===== src/power_seq_params.svh =====
// Overview of operation
// - Idle with rails off until 12V and switch on
// - 12V good and switch on: first chain
// - 1.2V good enables third chain
// - 1.8V good for the core delay enables both 1.1V rails
// - Mode selects switch meaning: power or handle
`ifndef POWER_SEQ_PARAMS_SVH
`define POWER_SEQ_PARAMS_SVH

// Clock period in nanoseconds (20 MHz)
`define CLK_PERIOD_NS      50
// Least wait from 1.8V good to core enables, microseconds
`define DSP_CORE_DELAY_US  500
// Cycle count, rounded up
`define DSP_CORE_DELAY_CYC \
  ((`DSP_CORE_DELAY_US * 1000 + `CLK_PERIOD_NS - 1) / `CLK_PERIOD_NS)
// Counter width
`define DELAY_CNT_W        14
// Reset values of enable and reset outputs
`define RAIL_EN_RST        1'b0
`define BOARD_RSTN_RST     1'b0

`endif


===== src/power_seq_pkg.sv =====
`default_nettype none
package power_seq_pkg;
  typedef enum logic [2:0] {
    ST_IDLE,
    ST_CHAIN1,
    ST_CHAIN3,
    ST_CORE_WAIT,
    ST_CORE_ON,
    ST_RUN
  } seq_state_type;
endpackage
`default_nettype wire


===== src/delay_timer_if.sv =====
`default_nettype none
interface delay_timer_if;
  logic start;
  logic done;
  modport ctrl  (output start, input done);
  modport timer (input start, output done);
endinterface
`default_nettype wire


===== src/board_power_up_sequencer.sv =====
`include "power_seq_params.svh"
`default_nettype none
module board_power_up_sequencer
  import power_seq_pkg::*;
(
  input  wire logic i_clk,
  input  wire logic i_rstn,
  input  wire logic i_chassis_mode,
  input  wire logic i_power_hotswap_switch,
  input  wire logic i_main_12v_good,
  input  wire logic i_pg_1v2,
  input  wire logic i_pg_1v8,
  input  wire logic i_pg_1v1_dsp,
  input  wire logic i_pg_1v1_fpga,
  output logic      o_en_chain1,
  output logic      o_en_chain3,
  output logic      o_en_1v1_dsp,
  output logic      o_en_1v1_fpga,
  output logic      o_board_rstn
);
  // Sequencer state and its next value
  seq_state_type state_r;
  seq_state_type state_nxt;

  // Carrier between the controller and the core-delay timer
  delay_timer_if tmr_if ();

  // Output flip-flops and their next values
  logic          en_chain1_r;
  logic          en_chain3_r;
  logic          en_dsp_r;
  logic          en_fpga_r;
  logic          board_rstn_r;
  logic          en_chain1_nxt;
  logic          en_chain3_nxt;
  logic          en_dsp_nxt;
  logic          en_fpga_nxt;
  logic          board_rstn_nxt;

  // switch meaning
  // Standalone: the switch is the power request.
  // Chassis: the same switch reads as the handle state.
  // Both readings share one polarity, so high always means go.
  wire           switch_on    = i_power_hotswap_switch;
  wire           power_req    = !i_chassis_mode && switch_on;
  wire           handle_shut  = i_chassis_mode && switch_on;
  wire           mode_ok      = power_req || handle_shut;

  // idle gate
  // Nothing starts until +12V is present and the switch says go
  wire           go           = i_main_12v_good && mode_ok;

  // Power-good summary of the two core rails
  wire           core_good    = i_pg_1v1_dsp && i_pg_1v1_fpga;

  // State decodes used by the transition logic
  wire           in_idle      = (state_r == ST_IDLE);
  wire           in_chain1    = (state_r == ST_CHAIN1);
  wire           in_chain3    = (state_r == ST_CHAIN3);
  wire           in_core_wait = (state_r == ST_CORE_WAIT);
  wire           in_core_on   = (state_r == ST_CORE_ON);
  wire           in_run       = (state_r == ST_RUN);

  // Transition conditions, one per arc of the machine
  // Power-good inputs are only looked at in the state that expects
  // them, so a late or early indication cannot skip a stage.
  wire           up_chain1    = in_idle && go;
  wire           up_chain3    = in_chain1 && i_pg_1v2;
  wire           up_wait      = in_chain3 && i_pg_1v8;
  wire           wait_lost    = in_core_wait && !i_pg_1v8;
  wire           up_core      = in_core_wait && i_pg_1v8 && tmr_if.done;
  wire           up_run       = in_core_on && core_good;
  wire           core_lost    = in_run && !core_good;

  // core delay
  // The timer runs only while the wait state holds; leaving the
  // state reloads it, so a dip of the 1.8V rail restarts the wait.
  assign tmr_if.start = in_core_wait;

  // Core-delay timer
  delay_timer delay_timer_i (
    .i_clk  (i_clk),
    .i_rstn (i_rstn),
    .tmr    (tmr_if.timer)
  );

  // Next-state selection
  always_comb begin
    state_nxt = state_r;
    case (state_r)
      ST_IDLE: begin
        if (up_chain1) begin
          state_nxt = ST_CHAIN1;
        end
      end
      ST_CHAIN1: begin
        if (up_chain3) begin
          state_nxt = ST_CHAIN3;
        end
      end
      ST_CHAIN3: begin
        // Wait for the 1.8V rail before timing
        if (up_wait) begin
          state_nxt = ST_CORE_WAIT;
        end
      end
      ST_CORE_WAIT: begin
        // A lost 1.8V rail goes back to waiting for it
        if (wait_lost) begin
          state_nxt = ST_CHAIN3;
        end else if (up_core) begin
          state_nxt = ST_CORE_ON;
        end
      end
      ST_CORE_ON: begin
        if (up_run) begin
          state_nxt = ST_RUN;
        end
      end
      ST_RUN: begin
        // A core rail fault re-asserts the board resets
        if (core_lost) begin
          state_nxt = ST_CORE_ON;
        end
      end
      default: begin
        state_nxt = ST_IDLE;
      end
    endcase
    // off drops
    // Switch off or +12V loss wins over every other arc
    if (!go) begin
      state_nxt = ST_IDLE;
    end
  end

  // State register
  always_ff @(posedge i_clk or negedge i_rstn) begin
    if (!i_rstn) begin
      state_r <= ST_IDLE;
    end else begin
      state_r <= state_nxt;
    end
  end

  // Next-state decodes for the core stage
  wire           next_core_on = (state_nxt == ST_CORE_ON);
  wire           next_run     = (state_nxt == ST_RUN);

  // Output next values, decoded from the next state so that each
  // enable changes on the same edge as the state it belongs to
  // enables and board reset
  assign en_chain1_nxt  = (state_nxt != ST_IDLE);
  assign en_chain3_nxt  = en_chain1_nxt && (state_nxt != ST_CHAIN1);
  assign en_dsp_nxt     = next_core_on || next_run;
  assign en_fpga_nxt    = next_core_on || next_run;
  assign board_rstn_nxt = next_run;

  // First chain enable
  always_ff @(posedge i_clk or negedge i_rstn) begin
    if (!i_rstn) begin
      en_chain1_r <= `RAIL_EN_RST;
    end else begin
      en_chain1_r <= en_chain1_nxt;
    end
  end

  // Third chain enable
  always_ff @(posedge i_clk or negedge i_rstn) begin
    if (!i_rstn) begin
      en_chain3_r <= `RAIL_EN_RST;
    end else begin
      en_chain3_r <= en_chain3_nxt;
    end
  end

  // Signal-processor core rail enable
  always_ff @(posedge i_clk or negedge i_rstn) begin
    if (!i_rstn) begin
      en_dsp_r <= `RAIL_EN_RST;
    end else begin
      en_dsp_r <= en_dsp_nxt;
    end
  end

  // Programmable-logic core rail enable
  always_ff @(posedge i_clk or negedge i_rstn) begin
    if (!i_rstn) begin
      en_fpga_r <= `RAIL_EN_RST;
    end else begin
      en_fpga_r <= en_fpga_nxt;
    end
  end

  // Board reset, held low until both core rails are good
  always_ff @(posedge i_clk or negedge i_rstn) begin
    if (!i_rstn) begin
      board_rstn_r <= `BOARD_RSTN_RST;
    end else begin
      board_rstn_r <= board_rstn_nxt;
    end
  end

  // Outputs straight from their flip-flops, free of glitches
  assign o_en_chain1   = en_chain1_r;
  assign o_en_chain3   = en_chain3_r;
  assign o_en_1v1_dsp  = en_dsp_r;
  assign o_en_1v1_fpga = en_fpga_r;
  assign o_board_rstn  = board_rstn_r;
endmodule
`default_nettype wire


===== src/delay_timer.sv =====
`include "power_seq_params.svh"
`default_nettype none
module delay_timer (
  input  wire logic     i_clk,
  input  wire logic     i_rstn,
  delay_timer_if.timer  tmr
);
  localparam logic [`DELAY_CNT_W-1:0] LOAD =
    `DELAY_CNT_W'(`DSP_CORE_DELAY_CYC - 1);

  logic [`DELAY_CNT_W-1:0] cnt_r;
  logic                    run_r;
  wire                     at_zero = (cnt_r == '0);

  // Counts down from load while started; done once it reaches zero
  always_ff @(posedge i_clk or negedge i_rstn) begin
    if (!i_rstn) begin
      cnt_r <= '0;
      run_r <= 1'b0;
    end else if (!tmr.start) begin
      cnt_r <= LOAD;
      run_r <= 1'b0;
    end else begin
      run_r <= 1'b1;
      if (!at_zero) cnt_r <= cnt_r - 1'b1;
    end
  end

  assign tmr.done = run_r && at_zero;
endmodule
`default_nettype wire


===== config.mk =====
export PLATFORM = sky130hd
export DESIGN_NAME = board_power_up_sequencer
export DESIGN_NICKNAME = d
export VERILOG_FILES = /design/src/power_seq_pkg.sv /design/src/delay_timer_if.sv /design/src/board_power_up_sequencer.sv /design/src/delay_timer.sv
export VERILOG_INCLUDE_DIRS = /design/src
export SDC_FILE = /design/constraint.sdc
export NUM_CORES = 1
export LEC_CHECK = 0
export BUFFER_PORTS_ARGS = -buffer_cell sky130_fd_sc_hd__buf_2
export CORE_ASPECT_RATIO = 0.9
export CORE_MARGIN = 3
export CORE_UTILIZATION = 50
export CTS_CLUSTER_SIZE = 14
export DETAILED_ROUTE_END_ITERATION = 10
export PLACE_DENSITY = 0.7
export SETUP_SLACK_MARGIN = 0.4
export SKIP_CTS_REPAIR_TIMING = 1
export SLEW_MARGIN = 20
export SYNTH_ARGS = -nofsm -noshare
export SYNTH_HDL_FRONTEND = slang
export SYNTH_HIERARCHICAL = 1
export SYNTH_SLANG_ARGS = --single-unit

===== constraint.sdc =====
create_clock -name i_clk -period 2.9 [get_ports i_clk]
set_clock_uncertainty 0.15 [all_clocks]
set_input_delay 0.58 -clock i_clk [delete_from_list [all_inputs] [get_ports i_clk]]
set_output_delay 0.58 -clock i_clk [all_outputs]
set_load 0.01 [all_outputs]

Yosys cells after proc, flatten, opt, wreduce, memory -nomap -nowiden
Index checks and enable logic that the tools add are counted.
- memory bits (read-only): 0
- RAM bits: 0
- logic and storage cells: 51
- memories: 0
- bits in latches: 0
- register bits: 22
- multiply operators: 0
- shift-type cells: 0
- multiplexer cells: 12
- divide/modulo/power cells: 0
- add/subtract/negate cells: 1
- equality and inequality tests: 9
- bitwise operators: 0
- order comparisons: 0
- reductions and logical operators: 22
- operator list (kind ; number):
    $mux 14 ; 2
    $mux 3 ; 8
    $pmux 3 s6 ; 1
    $logic_and 1x1->1 ; 14
    $logic_not 14->1 ; 1
    $sub 14x1->14 const B ; 1
    $eq 3x3->1 const B ; 4
    $eq 3x2->1 const B ; 2
    $eq 3x1->1 const B ; 1
    $logic_not 1->1 ; 3
    $logic_not 3->1 ; 1
    $ne 3x1->1 const B ; 1
    $reduce_bool 3->1 ; 1
    $logic_or 1x1->1 ; 2
    $ne 2x2->1 const B ; 1
    $mux 1 ; 1

Longest topological paths before layout
- depth after elaboration: 10
- depth in mapped cells: 8
- mapped depth without buffers: 8

Hierarchy
The synthesis kept the hierarchy.
- modules (own cells, without submodules) (module ; cells an instance ; times used ; area each (µm²)):
    delay_timer ; 87 ; 1 ; 832.0
    board_power_up_sequencer ; 29 ; 1 ; 321.6

Least setup slack after synthesis
Ideal clock, no wire load.
- path type: register -> register
- start: register delay_timer_i.cnt_r[0]
- end: register board_rstn_r, in the netlist o_board_rstn
- stages on the path, launching flop included: 9
- path slack: 0.629 ns
- period minus slack after synthesis: 2.271 ns
- arrival: 2.044 ns
- required time: 2.672 ns
- setup time: 0.078 ns
- path through: dfrtp_1 -> inv_1 -> ha_1 -> or4b_4 -> nor4_4 -> and2_1 -> a41o_1 -> nand4_1 -> a21oi_1
- word-level cells in the longest chain between the ends: 8
- RTL lines (item ; RTL line ; text):
    from (decl) ; delay_timer.sv:11 ; logic [`DELAY_CNT_W-1:0] cnt_r;
    from (signal assigned) ; delay_timer.sv:25 ; if (!at_zero) cnt_r <= cnt_r - 1'b1;
    $logic_not 14->1 ; delay_timer.sv:13 ; wire at_zero = (cnt_r == '0);
    $logic_and 1x1->1 ; delay_timer.sv:29 ; assign tmr.done = run_r && at_zero;
    via tmr_if.done ; delay_timer_if.sv:4 ; logic done;
    $logic_and 1x1->1 ; board_power_up_sequencer.sv:71 ; wire up_core = in_core_wait && i_pg_1v8 && tmr_if.done;
    $mux 3 ; board_power_up_sequencer.sv:111 ; end else if (up_core) begin
    $mux 3 ; board_power_up_sequencer.sv:109 ; if (wait_lost) begin
    $pmux 3 s6 ; board_power_up_sequencer.sv:90 ; case (state_r)
    $mux 3 ; board_power_up_sequencer.sv:132 ; if (!go) begin
    $eq 3x3->1 ; board_power_up_sequencer.sv:148 ; wire next_run = (state_nxt == ST_RUN);
    via board_rstn_nxt ; board_power_up_sequencer.sv:38 ; logic board_rstn_nxt;
    to (signal assigned) ; board_power_up_sequencer.sv:198 ; board_rstn_r <= `BOARD_RSTN_RST;
    to (signal assigned) ; board_power_up_sequencer.sv:200 ; board_rstn_r <= board_rstn_nxt;
    to (decl) ; board_power_up_sequencer.sv:33 ; logic board_rstn_r;
The timed path passes the listed nets, and every way through them passes these cells.
A chain may end at the register's enable or synchronous reset.

Worst setup path after layout
Ends and elaborated chain as after synthesis.

==> reports/results.tsv <==
metric	value	unit
sequential fraction of the synthesis area	47.7	%
Initial DRC Count	13	
Switch Pwr	0.0994	mW
Worst path slowest cell	or4b_4	
top cell type's share of synthesized area	47.7	%
Max IR drop VDD	0.000263	V
Antenna diodes	0	
CP Max Fanout	6	
Wirelength per Cell	14.0	um
vias per cell	5.91	
worst setup margin	0.546	ns
Die Y	51.6	um
P_leak	0.526	nW
Post-synth top cells	dfrtp_1, a21oi_1, nand2_1	
Syn. warnings	6	
fin crit period	2.35	ns
kind of critical path	register to register	
Cell Chain, Critical Path	inv_1 -> ha_2 -> or4b_4 -> nor4_4 -> and2_1 -> a41o_1 -> nand4_1 -> a21oi_2	
Setup violations, final	0	
Synth area leaders	dfrtp_1, a21oi_1, nor3_1	
DP HPWL	1600	um
grt met2 use	25.4	%
Clk network pwr share	33.2	%
DIE AREA	2920	sq um
adder-cell area share of the yosys netlist	1.08	%
vias in the first global route	826	
worst slew pin tran	0.485	ns
maximum clock rate	425	MHz
total global-route track usage	16.7	%
Synth Area in Compound Gates	12.5	%
Combinational Power Share	3.8	%
met1 Usage GRT	23.1	%
multiplexer share of the synthesized area	1.84	%
Post-synth ARST share	100	%
layout cells sized above 1	20.2	%
PwrDens	387	nW/um^2
CTS H-Tree Depth	1	
Slew Limit Headroom	67.2	%
post-synthesis register bit count	22	
Largest stage delay, worst path	0.52	ns
CP delay by family, top	simple AND/OR/NAND/NOR gates	
internal power	0.392	mW
Core ar.	2050	sq um
largest family of logic cells by synthesized area	simple AND/OR/NAND/NOR gates	
Seq pwr share	63.0	%
cts bufs inserted	3	
switching share of power	20.2	%
post-synthesis instance total	116	
GR Util met3	5.21	%
Worst-Skew Late Latency	0.30	ns
Remaining Overflow, GRT	0	
CP Data Required Time	2.99	ns
Longest Clk Path Bufs	2	
DR pass1 iterations	4	
Final nets	140	
RSZ-0062 raised after global routing	false	
largest net degree at the start of global routing	23	
Post-Syn Area	1150	sq um
Distinct cells, synth	41	
status	finished clean	
Post-route DRC	0	
Routed Antenna Nets	0	
Post-synth EDFFs	0	
dpl ws	0.536	ns
CP Capture Type	register	
XOR/XNOR Fraction of Synth Area	2.28	%
gr busiest metal	met2	
Post-synth top flop	dfrtp_1	
Num Clock Sinks	22	
Reg clk slew, reported paths	0.12	ns
Synth Net Count	126	
count of buffer and inverter cells on the critical path	1	
max-cap violation count	0	
Crit path arrival time	2.45	ns
Final Hold Viols	0	
Critical Path Start Type	register	
initial antenna violation count	0	
CTS tree	yes	
Synth Area per Inst	9.94	sq um
IO Port Bufs	12	
# IOs	14	
Die W	56.6	um
first-pass GRT wire length	3750	um
most frequent cell after synthesis	dfrtp_1	
simple-gate share of the synthesized area	29.6	%
Starting Density	56.4	%
area delta synth->final	9.87	%
Routed WL	2160	um
setup TNS	0	ns
max-slew violations	0	
Worst Hold Class	primary input to asynchronous set/reset pin	
cell taking the most area after synthesis	dfrtp_1	
CTS Root Cell	clkbuf_4	
Final Cycle Share	81.2	%
num rows	15	
GP Congestion	0.765	
Vias	910	
[layout make-up]
class	count	area [sq um]
timing repair buffer	13	67.6
multi-input combinational	82	552
inverter	8	30.0
fill	162	778
sequential	22	551
clock buffer	4	36.3
tap	25	31.3
[state kept, by name, summed over array words and instances (netlist names)]
| name | cells |
|---|---|
| delay_timer_i/cnt_r | 14 |
| o_en_chain3 | 1 |
| o_en_chain1 | 1 |
| o_board_rstn | 1 |
| o_en_1v1_fpga | 1 |
| state_r | 3 |
| delay_timer_i/run_r | 1 |
[logic make-up after synthesis]
kind of cell / count (synthesis)
AO/OA/AOI/OAI: 24
XOR/XNOR: 3
adder cells (fa/ha/maj): 1
buffers and inverters: 12
flip-flops: 22
multiplexers: 2
AND/OR/NAND/NOR: 52
[cell usage in the layout (no fill, tap or decap), types with 2 or more instances in the layout]
master,synthesis,final
inv_1,8,8
or4_1,3,3
or3_1,4,4
nand3_1,2,2
o21ai_0,5,5
and2_1,2,2
dfrtp_1,22,22
nand4_1,2,2
o21ai_1,2,2
nand2b_1,2,2
xor2_1,2,2
clkbuf_4,0,3
o31ai_1,2,2
nor2_1,3,3
nor3_1,9,9
nor4b_1,2,2
a21oi_1,10,9
buf_2,1,12
nand2_1,10,10
nor4_1,3,3
[power groups by stage]
stage               sequential (mW)  combinational [mW]  clock, mW
floorplan                     0.315             0.00476          0
global placement              0.315              0.0185          0
detailed placement            0.315              0.0190          0
CTS                           0.309              0.0190      0.170
global route                  0.310              0.0213      0.183
finish                        0.309              0.0186      0.163
[stage by stage]
| step | util (%) | power, mW | cell area, sq um | cells | hold slack, ns |
|---|---|---|---|---|---|
| global route | 62.0 | 0.514 | 1270 | 154 | 0.0771 |
| detailed placement | 59.9 | 0.334 | 1220 | 150 | 0.394 |
| floorplan | - | 0.320 | 1150 | 116 | 0.134 |
| global placement | 59.9 | 0.333 | 1220 | 150 | 0.378 |
| finish | 62.0 | 0.491 | 1270 | 154 | 0.0547 |
| CTS | 61.7 | 0.499 | 1260 | 154 | 0.0670 |
[final timing paths]
path,startpoint,depth (start not counted),slack (ns),endpoint
max in group asynchronous,i_rstn,1,2.22,state_r[2]
min reg2reg,delay_timer_i/cnt_r[10],2,0.43,delay_timer_i/cnt_r[10]
min in group i_clk,delay_timer_i/cnt_r[10],2,0.43,delay_timer_i/cnt_r[10]
max,delay_timer_i/cnt_r[0],8,0.55,o_board_rstn
max reg2reg,delay_timer_i/cnt_r[0],8,0.55,o_board_rstn
min,i_rstn,1,0.05,delay_timer_i/cnt_r[3]
[per-layer routing]
layer	wire (um)	part of all wire, %
met4	17	0.79
met3	79	3.7
met2	950	44
met5	0	0
met1	1110	51
Note: power is estimated with default switching activity, not from simulation.
